**config.mk**
```make
export PLATFORM = sky130hd
export DESIGN_NAME = pmc_power_mode_controller
export DESIGN_NICKNAME = d
export VERILOG_FILES = /design/src/core/pmc_pkg.sv /design/src/core/pmc_power_mode_controller.sv
export VERILOG_INCLUDE_DIRS = /design/src /design/src/core
export SDC_FILE = /design/constraint.sdc
export NUM_CORES = 1
export LEC_CHECK = 0
export ABC_AREA = 1
export BUFFER_PORTS_ARGS = -buffer_cell sky130_fd_sc_hd__buf_2
export CORE_UTILIZATION = 60
export DETAILED_ROUTE_END_ITERATION = 10
export PLACE_DENSITY = 0.93
export RECOVER_POWER = 50
export SLEW_MARGIN = 20
export SYNTH_ARGS = -nofsm -noshare
export SYNTH_HDL_FRONTEND = slang
export SYNTH_SLANG_ARGS = --single-unit
```
**constraint.sdc**
```tcl
create_clock -name clk_in -period 11.3 [get_ports clk_in]
set_input_delay 1.695 -clock clk_in [delete_from_list [all_inputs] [get_ports clk_in]]
set_output_delay 1.695 -clock clk_in [all_outputs]
set_load 0.01 [all_outputs]
```
**src/core/pmc_defs.svh**
```systemverilog
/*
 Constants for the power mode controller: register offsets, field positions,
 reset values and timing counts. Included by the package and the core module.
*/
`ifndef PMC_DEFS_SVH
`define PMC_DEFS_SVH

`define PMC_ADDR_CLK      4'h0
`define PMC_ADDR_OSC      4'h1
`define PMC_ADDR_STATUS   4'h2
`define PMC_ADDR_WAKE_EN  4'h3
`define PMC_ADDR_WDT      4'h4
`define PMC_ADDR_MODE     4'h5

`define PMC_CLK_RST       8'h20
`define PMC_OSC_RST       8'h01
`define PMC_WDT_RST       8'h03

`define PMC_SEL_SUB       3'h7
`define PMC_SEL_LSB       5
`define PMC_FKEEP_BIT     1
`define PMC_SKEEP_BIT     0
`define PMC_FSTABLE_BIT   1
`define PMC_FEN_BIT       0
`define PMC_PDF_BIT       0
`define PMC_TO_BIT        1

`define PMC_FAST_START_NS 16000
`define PMC_CLK_NS        20
`define PMC_SLOW_SYNC     8'h04

`define PMC_PORT_W        24
`define PMC_WDT_W         18
`endif

```
**src/core/pmc_pkg.sv**
```systemverilog
/*
 Types shared by the power mode controller: mode enumeration and state record.
 Assumes pmc_defs.svh is found on the include path.
*/
`include "pmc_defs.svh"
`default_nettype none
package pmc_pkg;

  // One-hot operating modes
  typedef enum logic [5:0] {
    PMC_FAST   = 6'h01,
    PMC_SLOW   = 6'h02,
    PMC_SLEEP  = 6'h04,
    PMC_IDLE_S = 6'h08,
    PMC_IDLE_B = 6'h10,
    PMC_IDLE_F = 6'h20
  } pmc_mode_type;

  // Every flip-flop of the core
  typedef struct packed {
    pmc_mode_type           mode;
    logic [2:0]             sys_clk_sel;
    logic                   fast_osc_keep_on_stop;
    logic                   slow_osc_keep_on_stop;
    logic                   fast_osc_enable;
    logic                   fast_osc_stable_flag;
    logic [15:0]            fast_cnt;
    logic [7:0]             slow_cnt;
    logic                   power_down_flag;
    logic                   wdt_timeout_flag;
    logic [`PMC_PORT_W-1:0] pin_wake_enable;
    logic [`PMC_PORT_W-1:0] pin_last;
    logic [2:0]             wdt_period_sel;
    logic [`PMC_WDT_W-1:0]  wdt_cnt;
    logic                   slow_rc_osc_last;
    logic [3:0]             wake_cause;
    logic                   resume_pulse;
    logic                   irq_vector_pulse;
    logic                   restart_pulse;
    logic                   waking;
    logic [7:0]             rdata;
  } pmc_state_type;

  // Wake-up report to the core
  typedef struct packed {
    logic resume;
    logic irq_vector;
    logic wdt_restart;
  } pmc_wake_type;

endpackage
`default_nettype wire

```
**src/core/pmc_power_mode_controller.sv**
```systemverilog
/*
 Power mode controller: system clock select, stop-instruction sleep and idle
 modes, power-down and time-out flags, pin/interrupt/watchdog wake-up and a
 watchdog counter fed from the slow RC clock.
 Assumes the slow RC clock arrives as a level sampled on clk_in, the slow oscillator
 ready level comes from the analog block (fast stability is timed here), and the core gives one-cycle pulses.
*/
// Our own choices: the plain strobed port and the register addresses.
`include "pmc_defs.svh"
`default_nettype none
module pmc_power_mode_controller #(
  parameter int PORT_W   = `PMC_PORT_W,
  parameter int START_NS = `PMC_FAST_START_NS
) (
  // Clock and reset
  input  wire logic              clk_in,
  input  wire logic              rst_in,
  // Register port
  input  wire logic [3:0]        addr_in,
  input  wire logic [7:0]        wdata_in,
  input  wire logic              wr_in,
  input  wire logic              rd_in,
  output logic      [7:0]        rdata_out,
  // Processor core
  input  wire logic              stop_instr_in,
  input  wire logic              wdt_clear_instr_in,
  input  wire logic              irq_req_in,
  input  wire logic              irq_pending_before_in,
  input  wire logic              irq_enabled_in,
  input  wire logic              stack_full_in,
  input  wire logic              wdt_enable_in,
  output logic                   cpu_run_out,
  output pmc_pkg::pmc_wake_type  wake_out,
  // Clock tree and oscillators
  input  wire logic              slow_rc_osc_in,
  input  wire logic              slow_osc_ready_in,
  output logic                   fast_osc_on_out,
  output logic                   sub_clk_on_out,
  output logic                   sys_on_sub_out,
  output logic [2:0]             fast_div_log2_out,
  // Port pins
  input  wire logic [PORT_W-1:0] pins_in
);

  localparam int FAST_CYC_I = (START_NS + `PMC_CLK_NS - 1) / `PMC_CLK_NS;
  localparam logic [15:0] FAST_CYC = 16'(FAST_CYC_I);

  pmc_pkg::pmc_state_type s_r;
  pmc_pkg::pmc_state_type s_nxt;
  logic                   standby;
  logic                   pin_fall;
  logic                   wdt_tick;
  logic                   wdt_ovf;
  logic [`PMC_WDT_W-1:0]  wdt_lim;

  ////////////////////////////////////////////////////////////////////////////
  // Watchdog period limit from the period select
  always_comb begin
    case (s_r.wdt_period_sel)
      3'h0:    wdt_lim = 18'h000FF;
      3'h1:    wdt_lim = 18'h003FF;
      3'h2:    wdt_lim = 18'h00FFF;
      3'h3:    wdt_lim = 18'h03FFF;
      3'h4:    wdt_lim = 18'h07FFF;
      3'h5:    wdt_lim = 18'h0FFFF;
      3'h6:    wdt_lim = 18'h1FFFF;
      default: wdt_lim = 18'h3FFFF;
    endcase
  end

  // Shared decode of the current state
  assign standby  = !(s_r.mode inside {pmc_pkg::PMC_FAST, pmc_pkg::PMC_SLOW});
  assign pin_fall = |(s_r.pin_last & ~pins_in[PORT_W-1:0] & s_r.pin_wake_enable);
  assign wdt_tick = slow_rc_osc_in & ~s_r.slow_rc_osc_last; // Rising edge of slow RC
  assign wdt_ovf  = wdt_enable_in && wdt_tick && (s_r.wdt_cnt == wdt_lim);

  ////////////////////////////////////////////////////////////////////////////
  // Next-state logic
  always_comb begin
    s_nxt                  = s_r;
    s_nxt.pin_last         = pins_in;
    s_nxt.slow_rc_osc_last        = slow_rc_osc_in;
    s_nxt.resume_pulse     = 1'b0;
    s_nxt.irq_vector_pulse = 1'b0;
    s_nxt.restart_pulse    = 1'b0;

    // Register writes; in standby the core is halted so nothing arrives
    if (wr_in) begin
      case (addr_in)
        `PMC_ADDR_CLK: begin
          s_nxt.sys_clk_sel           = wdata_in[`PMC_SEL_LSB+2:`PMC_SEL_LSB];
          s_nxt.fast_osc_keep_on_stop = wdata_in[`PMC_FKEEP_BIT];
          s_nxt.slow_osc_keep_on_stop = wdata_in[`PMC_SKEEP_BIT];
        end
        `PMC_ADDR_OSC: begin
          s_nxt.fast_osc_enable = wdata_in[`PMC_FEN_BIT];
          if (wdata_in[`PMC_FEN_BIT] && !s_r.fast_osc_enable) begin
            s_nxt.fast_osc_stable_flag = 1'b0;
            s_nxt.fast_cnt             = 16'h0000;
          end
        end
        `PMC_ADDR_WAKE_EN: s_nxt.pin_wake_enable[7:0] = wdata_in;
        `PMC_ADDR_WDT:     s_nxt.wdt_period_sel = wdata_in[2:0];
        `PMC_ADDR_MODE:    s_nxt.pin_wake_enable[PORT_W-1:8] = {wdata_in, wdata_in} >> (16 - (PORT_W - 8));
        default: ;
      endcase
    end

    // Fast oscillator start-up timer, counts only while powered
    if (fast_osc_on_out && !s_nxt.fast_osc_stable_flag && s_nxt.fast_cnt == s_r.fast_cnt) begin
      if (s_r.fast_cnt >= FAST_CYC - 16'h0001)
        s_nxt.fast_osc_stable_flag = 1'b1;
      else
        s_nxt.fast_cnt = s_r.fast_cnt + 16'h0001;
    end
    if (!fast_osc_on_out) begin
      s_nxt.fast_osc_stable_flag = 1'b0;
      s_nxt.fast_cnt             = 16'h0000;
    end

    // Slow oscillator qualification for the slow switch
    if (!slow_osc_ready_in)
      s_nxt.slow_cnt = 8'h00;
    else if (s_r.slow_cnt != `PMC_SLOW_SYNC)
      s_nxt.slow_cnt = s_r.slow_cnt + 8'h01;

    // Watchdog counting on slow RC edges
    if (wdt_enable_in && wdt_tick)
      s_nxt.wdt_cnt = wdt_ovf ? '0 : s_r.wdt_cnt + 18'h00001;
    if (!wdt_enable_in)
      s_nxt.wdt_cnt = '0;
    if (wdt_clear_instr_in) begin
      s_nxt.wdt_cnt         = '0;
      s_nxt.power_down_flag = 1'b0;
    end

    // Mode machine
    case (s_r.mode)
      pmc_pkg::PMC_FAST: begin
        if (s_r.sys_clk_sel == `PMC_SEL_SUB && s_r.slow_cnt == `PMC_SLOW_SYNC)
          s_nxt.mode = pmc_pkg::PMC_SLOW;
      end
      pmc_pkg::PMC_SLOW: begin
        if (s_r.sys_clk_sel != `PMC_SEL_SUB && s_r.fast_osc_stable_flag)
          s_nxt.mode = pmc_pkg::PMC_FAST;
      end
      default: begin
        // Wake sources; an interrupt already pending at entry is masked
        // Only the first cause is kept, so a later pin edge cannot hide a watchdog wake
        if (!s_r.waking) begin
          if (wdt_ovf) begin
            s_nxt.wake_cause       = 4'h4;
            s_nxt.wdt_timeout_flag = 1'b1;
          end else if (pin_fall) begin
            s_nxt.wake_cause = 4'h1;
          end else if (irq_req_in && !irq_pending_before_in) begin
            s_nxt.wake_cause = (irq_enabled_in && !stack_full_in) ? 4'h2 : 4'h8;
          end
        end
        if (s_nxt.wake_cause != 4'h0)
          s_nxt.waking = 1'b1;
        // Original oscillator must be stable before execution resumes
        if (s_r.waking && (s_r.sys_clk_sel == `PMC_SEL_SUB ? s_r.slow_cnt == `PMC_SLOW_SYNC
                                                           : s_r.fast_osc_stable_flag)) begin
          s_nxt.mode             = (s_r.sys_clk_sel == `PMC_SEL_SUB) ? pmc_pkg::PMC_SLOW : pmc_pkg::PMC_FAST;
          s_nxt.waking           = 1'b0;
          s_nxt.wake_cause       = 4'h0;
          s_nxt.resume_pulse     = s_r.wake_cause[0] | s_r.wake_cause[3];
          s_nxt.irq_vector_pulse = s_r.wake_cause[1];
          s_nxt.restart_pulse    = s_r.wake_cause[2];
        end
      end
    endcase

    // Stop instruction picks the standby mode from keep bits sampled now
    if (stop_instr_in && !standby) begin
      case ({s_nxt.fast_osc_keep_on_stop, s_nxt.slow_osc_keep_on_stop})
        2'b00:   s_nxt.mode = pmc_pkg::PMC_SLEEP;
        2'b01:   s_nxt.mode = pmc_pkg::PMC_IDLE_S;
        2'b11:   s_nxt.mode = pmc_pkg::PMC_IDLE_B;
        default: s_nxt.mode = pmc_pkg::PMC_IDLE_F;
      endcase
      s_nxt.power_down_flag  = 1'b1;
      s_nxt.wdt_timeout_flag = 1'b0;
      s_nxt.wdt_cnt          = '0;
      s_nxt.wake_cause       = 4'h0;
      s_nxt.waking           = 1'b0;
    end

    // Read data, valid the cycle after the strobe
    s_nxt.rdata = 8'h00;
    if (rd_in) begin
      case (addr_in)
        `PMC_ADDR_CLK:     s_nxt.rdata = {s_r.sys_clk_sel, 3'h0, s_r.fast_osc_keep_on_stop,
                                          s_r.slow_osc_keep_on_stop};
        `PMC_ADDR_OSC:     s_nxt.rdata = {6'h00, s_r.fast_osc_stable_flag, s_r.fast_osc_enable};
        `PMC_ADDR_STATUS:  s_nxt.rdata = {6'h00, s_r.wdt_timeout_flag, s_r.power_down_flag};
        `PMC_ADDR_WAKE_EN: s_nxt.rdata = s_r.pin_wake_enable[7:0];
        `PMC_ADDR_WDT:     s_nxt.rdata = {5'h00, s_r.wdt_period_sel};
        `PMC_ADDR_MODE:    s_nxt.rdata = {2'h0, s_r.mode};
        default:           s_nxt.rdata = 8'h00;
      endcase
    end
  end

  ////////////////////////////////////////////////////////////////////////////
  // State register; power-up clears the power-down flag
  always_ff @(posedge clk_in or posedge rst_in) begin
    if (rst_in) begin
      s_r                 <= '0;
      s_r.mode            <= pmc_pkg::PMC_FAST;
      s_r.sys_clk_sel     <= 3'h1;
      s_r.fast_osc_enable <= 1'b1;
      s_r.wdt_period_sel  <= 3'h3;
      s_r.slow_cnt        <= 8'h00;
    end else begin
      s_r <= s_nxt;
    end
  end

  ////////////////////////////////////////////////////////////////////////////
  // Outputs; clocks gated per mode, core held in standby
  assign rdata_out            = s_r.rdata;
  assign cpu_run_out          = !standby;
  assign wake_out.resume      = s_r.resume_pulse;
  assign wake_out.irq_vector  = s_r.irq_vector_pulse;
  assign wake_out.wdt_restart = s_r.restart_pulse;
  assign fast_osc_on_out = (s_r.mode == pmc_pkg::PMC_FAST) || s_r.waking
                         || (s_r.mode inside {pmc_pkg::PMC_IDLE_B, pmc_pkg::PMC_IDLE_F})
                         // A return to fast powers the oscillator even if it was off in slow mode
                         || (s_r.mode == pmc_pkg::PMC_SLOW
                             && (s_r.fast_osc_enable || s_r.sys_clk_sel != `PMC_SEL_SUB));
  assign sub_clk_on_out  = s_r.mode inside {pmc_pkg::PMC_FAST, pmc_pkg::PMC_SLOW,
                                            pmc_pkg::PMC_IDLE_S, pmc_pkg::PMC_IDLE_B};
  assign sys_on_sub_out    = (s_r.mode == pmc_pkg::PMC_SLOW);
  assign fast_div_log2_out = (s_r.sys_clk_sel == `PMC_SEL_SUB) ? 3'h0 : s_r.sys_clk_sel;

endmodule
`default_nettype wire

```
==> impl_metrics.csv, run 1 <==
group,metric,value,unit
grt,antenna_found_initial,0,
clock_tree,cts_setup_buffers,0,
timing,max_freq,263,MHz
timing,fin_crit,3.81,ns
grt,overflow,0,
floorplanning,start_util,62.1,%
grt,track_usage,30.3,%
final_layout,num_antenna_cells,0,
logic_synthesis,ys_dominant_reg_cell,"dfrtp_1",
place,dp_hpwl,9640,µm
clock_tree,clockRootBuffer,"clkbuf_8",
floorplanning,fp.dieH,100,µm
drt,drc,0,
place,place.gp.congestion,0.904,
logic_synthesis,ys_warn_count,0,
floorplanning,core,9280,µm²
logic_synthesis,syn-instance-count,714,
drt,routedWlPerCell,15.0,µm
drt,routed_wl,13900,µm
grt,grt_pass1_vias,5141,
outcome,outcome,"finished with violations",
worst_setup_path,arrival,4.22,ns
clock_tree,cts_made_buffers,17,
timing,setup_tns,0,ns
final_layout,sequential_cell_area,2930,µm²
timing,hold_viol,0,
worst_setup_path,cp-start-kind,"input port",
clock_tree,cts-resized-gates,0,
drt,ant_nets,0,
min_path,hp-class,"register to register",
floorplanning,io_pins,67,
timing,setup_violations,0,
clock_tree,clk_path_buf_depth,2,
worst_setup_path,path_max_fanout,11,
worst_setup_path,cp.required,11.71,ns
logic_synthesis,ys_seq_area_share,50.9,%
logic_synthesis,yosysMostFrequentCell,"nand2_1",
drt,routed_via_density,5.61,
clock_tree,clock_sinks,117,
drt,drt_pass1_iterations,5,
timing,slew_violations,48,
timing,post-route-period-util,33.7,%
final_layout,syn_to_final_growth,15.6,%
logic_synthesis,synthDominantAreaCellType,"dfrtp_1",
grt,grt_pass1_wl,23300,µm
floorplanning,dieWidth,100,µm
floorplanning,dieArea,10000,µm²
final_layout,layout-drive-gt1-share,13.4,%
timing,clock_skew,0.00715,ns
worst_setup_path,end_kind,"register",
logic_synthesis,syn_area,5770,µm²
clock_tree,h-tree-depth,4,
pwr,leakage,0.00330,µW
clock_tree,clkTransAtPathRegs,0.06,ns
logic_synthesis,ys_async_sr_fraction,100,%
logic_synthesis,syn-num-nets,767,
flow_run,maxCapViolCount,1,
logic_synthesis,synth_cell_type_count,45,
logic_synthesis,synth_common_cells,"172 x nand2_1, 112 x dfrtp_1, 94 x inv_1",
final_layout,multi_input_area,2260,µm²
pwr,peakVddDrop,0.104,mV
final_layout,fillCellCount,665,
place,place.port_buffers,66,
logic_synthesis,syn_area_per_cell,8.08,µm²
pwr,p_per_area,211,nW/µm²
logic_synthesis,synth_edf_count,0,
worst_setup_path,path_class,"input port to register",
logic_synthesis,synthTopCellsByArea,"dfrtp_1 49%, nand2_1 11%, inv_1 6.1%",
timing,rsz0062_at_grt,"no",
logic_synthesis,ys_ff_latch,117,
place,post-place-ws,7.73,ns
clock_tree,cts_tree,"yes",
logic_synthesis,synth_top_area_share,48.6,%
drt,num_vias,5185,
drt,drt-initial-drc-count,392,
final_layout,nets,836,
outcome,violations,"max-capacitance violations, max-slew violations",
timing,relSlewSlack,-46.2,%
timing,worst_slew_pin_slew,2.18,ns
clock_tree,cts_hold_buf,0,
timing,setup_ws,7.49,ns
floorplanning,rows,35,
clock_tree,worst_skew_pair.late_latency,0.52,ns
grt,grt_max_degree,72,
[through the flow]
step	std cells	total power [µW]	area (µm²)	utilization [%]	hold slack (ns)
global route	925	1490	6670	71.8	0.540
global placement	893	861	6160	66.4	0.495
detailed placement	893	879	6160	66.4	0.502
CTS	925	1420	6750	72.7	0.512
floorplan	714	782	5770	-	0.464
finish	925	1410	6670	71.8	0.514
[cell usage in the layout (no fill, tap or decap), drive strengths merged, types with 6 or more instances in the layout]
master    n
clkbuf   31
a21oi    24
nand2   178
nor3     25
o21ai    58
buf      53
nand3b   14
xor2      6
nand3    46
nor2     76
dfrtp   112
inv     114
nand4    13
[sequential cells by signal, indices dropped and copies added, names as in the netlist]
name	count
s_r	106
rdata_out	8
wake_out	3
[worst paths after layout]
| kind | slack (ns) | to | startpoint | cells past startpoint |
|---|---|---|---|---|
| worst max-delay path | 7.49 | s_r[96]$_DFF_PP0_ | addr_in[3] | 12 |
| worst min-delay path | 0.51 | s_r[109]$_DFF_PP0_ | s_r[109]$_DFF_PP0_ | 2 |
| worst max register to register | 8.67 | s_r[33]$_DFFE_PP0P_ | s_r[122]$_DFFE_PP0P_ | 13 |
| worst min register to register | 0.51 | s_r[109]$_DFF_PP0_ | s_r[109]$_DFF_PP0_ | 2 |
| max in group asynchronous | 7.91 | s_r[93]$_DFFE_PP0P_ | rst_in | 3 |
| min in group asynchronous | 1.74 | s_r[28]$_DFFE_PP0P_ | rst_in | 2 |
[report_power, final]
group	total (µW)	internal (µW)	switching [µW]
clock network	535	307	228
logic	342	111	231
registers	533	476	56.7
[per-layer routing]
metal | vias up | wire, µm | global-route usage, %
met5 | - | 0 | 0
met4 | 0 | 474 | 15.9
met3 | 41 | 982 | 7.87
met2 | 238 | 6730 | 50.1
met1 | 2459 | 5730 | 36.6
li1 | 2447 | - | -
[critical path, cell delays in order]
cell and delay, ns:
buf_2 0.10, or2_0 0.27, inv_1 0.14, nand3_1 0.13, nor3_1 0.71, inv_1 0.38, nand2_1 0.23, nand4_4 0.19
inv_2 0.15, nor2_2 0.06, nand3_1 0.07, o21ai_1 0.07
[final cells by class]
class                   instances  area share (%)
flip-flops and latches        117            44.0
multi-input cells             473            33.9
clock buffers                  17            6.21
inverters                     107            6.04
repair buffers                 67            4.80
clock inverters                15            2.64
well taps                     129            2.42
[cell families (layout without fill, tap and decap cells)]
family          count (synthesis)  after routing  synth area share, %
simple gates                  356            356                 28.1
buf+inv                       124            206                 8.87
fa+ha+maj                       4              4                0.868
compound gates                107            107                 10.4
flops                         117            117                 50.9
xor+xnor                        6              6                0.911
No activity file was read; power rests on OpenSTA's default activity.
==> inputs of run 2 (changes only) <==
--- a/config.mk
+++ b/config.mk
@@ -6,11 +6,11 @@
 export SDC_FILE = /design/constraint.sdc
 export NUM_CORES = 1
 export LEC_CHECK = 0
-export ABC_AREA = 1
+export ABC_AREA = 0
 export BUFFER_PORTS_ARGS = -buffer_cell sky130_fd_sc_hd__buf_2
-export CORE_UTILIZATION = 60
+export CORE_UTILIZATION = 58
 export DETAILED_ROUTE_END_ITERATION = 10
-export PLACE_DENSITY = 0.93
+export PLACE_DENSITY = 0.9
 export RECOVER_POWER = 50
 export SLEW_MARGIN = 20
 export SYNTH_ARGS = -nofsm -noshare
==> constraint.sdc (replaced) <==
create_clock -name clk_in -period 3.9 [get_ports clk_in]
set_input_delay 0.585 -clock clk_in [delete_from_list [all_inputs] [get_ports clk_in]]
set_output_delay 0.585 -clock clk_in [all_outputs]
set_load 0.01 [all_outputs]
==> impl_metrics.csv, run 2 <==
group,metric,value,unit
place,dp_hpwl,8770,µm
final_layout,fillCellCount,624,
worst_setup_path,cp.required,3.31,ns
final_layout,fin_util,70.9,%
worst_setup_path,path_max_fanout,17,
grt,grt_pass1_wl,22100,µm
timing,relSlewSlack,-73.7,%
timing,setup_tns,0,ns
logic_synthesis,ys_seq_area_share,51.9,%
floorplanning,rows,35,
logic_synthesis,ys_async_sr_fraction,100,%
grt,grt_pass1_vias,4628,
final_layout,syn_to_final_growth,16.9,%
timing,post-route-period-util,78.2,%
pwr,p_per_area,575,nW/µm²
timing,setup_violations,0,
drt,drc,0,
final_layout,largest_reg_flops,106,
drt,routedWlPerCell,18.1,µm
clock_tree,clkTransAtPathRegs,0.06,ns
worst_setup_path,cp_cell_sequence,"nor2b_1, o311ai_0, nand3_1, buf_2",
clock_tree,clockRootBuffer,"clkbuf_8",
worst_setup_path,slowest_stage,"dfstp_2",
pwr,power,3800,µW
clock_tree,cts-resized-gates,0,
logic_synthesis,synthDominantAreaCellType,"dfrtp_1",
drt,num_vias,4497,
floorplanning,core,9330,µm²
place,place.gp.congestion,0.916,
final_layout,layout-drive-gt1-share,22.3,%
logic_synthesis,syn_area_per_cell,10.7,µm²
pwr,peakVddDrop,0.395,mV
final_layout,final_cell_mix,"112 x dfrtp_1, 51 x buf_2, 44 x nand2_1, 36 x nor2_1, 28 x mux2_2",
logic_synthesis,ys_warn_count,0,
logic_synthesis,synth_common_cells,"112 x dfrtp_1, 44 x nand2_1, 36 x nor2_1",
clock_tree,clock_sinks,117,
logic_synthesis,syn-num-nets,582,
worst_setup_path,arrival,2.46,ns
final_layout,mostFrequentLayoutCell,"dfrtp_1",
final_layout,top_register,"s_r",
drt,routed_via_density,6.12,
floorplanning,io_pins,67,
logic_synthesis,synth_top_area_share,49.5,%
worst_setup_path,critPathMaxStageDelay,0.67,ns
logic_synthesis,syn_area,5660,µm²
logic_synthesis,ys_ff_latch,117,
final_layout,sequential_cell_area,2930,µm²
final_layout,multi_input_area,2490,µm²
floorplanning,fp.dieH,101,µm
final_layout,num_antenna_cells,0,
timing,whs,0.171,ns
worst_setup_path,path_class,"register to output pin",
logic_synthesis,synth_edf_count,0,
timing,rsz0062_at_grt,"no",
min_path,hp-class,"input port to register",
drt,drt_pass1_iterations,5,
drt,routed_wl,13300,µm
worst_setup_path,rrSetupSlack,1.34,ns
grt,antenna_found_initial,0,
timing,hold_viol,0,
drt,drt-initial-drc-count,445,
drt,ant_nets,0,
grt,overflow,0,
timing,slew_violations,62,
outcome,violations,"max-capacitance violations, max-slew violations",
place,dpl.cell_count,703,
logic_synthesis,synth_cell_type_count,77,
worst_setup_path,cp-start-kind,"register",
grt,grt_max_degree,62,
final_layout,final_cells,735,
flow_run,maxCapViolCount,1,
timing,fin_crit,3.05,ns
clock_tree,cts_tree,"yes",
pwr,leakage,0.00296,µW
timing,clock_skew,0.00692,ns
logic_synthesis,ys_dominant_reg_cell,"dfrtp_1",
logic_synthesis,yosysMostFrequentCell,"dfrtp_1",
logic_synthesis,synthTopCellsByArea,"dfrtp_1 50%, mux2_2 5.6%, nand2_1 2.9%",
clock_tree,clk_path_buf_depth,2,
final_layout,nets,646,
grt,track_usage,29.0,%
timing,worst_slew_pin_slew,2.59,ns
clock_tree,h-tree-depth,4,
timing,max_freq,328,MHz
logic_synthesis,syn-instance-count,529,
clock_tree,cts_made_buffers,17,
outcome,outcome,"finished with violations",
floorplanning,start_util,60.7,%
floorplanning,dieWidth,101,µm
worst_setup_path,end_kind,"output pin",
floorplanning,dieArea,10200,µm²
clock_tree,worst_skew_pair.late_latency,0.53,ns
place,place.port_buffers,66,
clock_tree,cts_hold_buf,0,
clock_tree,cts_setup_buffers,0,
[run 2: cell types whose count changed in the layout (fill, tap and decap cells not counted), sizes merged, moves of 12 or more]
cell	change
o21ai	-33
mux2	+28
inv	-94
nor2b	+13
nand3	-21
and2	+13
and3	+14
nand2	-133
nor2	-39
a21oi	-12
[run 2: cell type report]
cell class,count,area share [%]
sequential,117,44.4
multi-input combinational,372,37.7
clock buffer,19,6.68
timing repair buffer,68,4.84
clock inverter,13,2.95
tap,129,2.44
inverter,17,0.984
[run 2: logic make-up (layout without fill, tap and decap cells)]
family                     count (synthesis)  in the layout  share of synthesized area (%)
AOI/OAI and AO/OA                         81             81                           9.71
xor gates and xnor gates                  25             25                           3.87
adders and majority gates                  4              4                          0.885
buffers and inverters                     40            117                           3.80
DFF                                      117            117                           51.9
muxes                                     34             34                           6.70
and+or+nand+nor                          228            228                           23.2
[run 2: stage by stage]
step	cell area [µm²]	worst slack (ns)
floorplan	5660	0.223
global placement	6020	1.47
detailed placement	6020	1.36
CTS	6650	0.883
global route	6610	0.500
finish	6610	0.851
[run 2: where the power goes]
part	internal [µW]	leakage (µW)	switching [µW]
clock	1080	0.000302	586
sequential	1370	0.00150	186
combinational	269	0.00116	306
total	2720	0.00296	1080
[run 2: critical path, delay by kind of cell (launching register included)]
family / cells / cell delay, ns
AOI/OAI and AO/OA: 1 / 0.33
buffers and inverters: 1 / 0.32
DFF: 1 / 0.67
and+or+nand+nor: 2 / 0.62
[run 2: worst paths after layout]
path                            depth (start not counted)            startpoint                   to
worst min register to register                          1   s_r[12]$_DFFE_PP0P_  s_r[12]$_DFFE_PP0P_
worst max register to register                          6  s_r[124]$_DFFE_PP0P_   s_r[105]$_DFF_PP0_
min in group asynchronous                               2                rst_in    s_r[42]$_DFF_PP0_
max in group asynchronous                               3                rst_in    s_r[55]$_DFF_PP0_
worst max-delay path                                    4  s_r[119]$_DFFE_PP1P_      fast_osc_on_out
worst min-delay path                                    1           pins_in[21]    s_r[59]$_DFF_PP0_
[run 2: metal layers]
metal	track usage (%)	vias up	wire [µm]
li1	-	2035	-
met1	33.0	2198	5190
met2	48.9	211	6850
met3	7.63	53	781
met4	17.6	0	514
met5	0	-	0
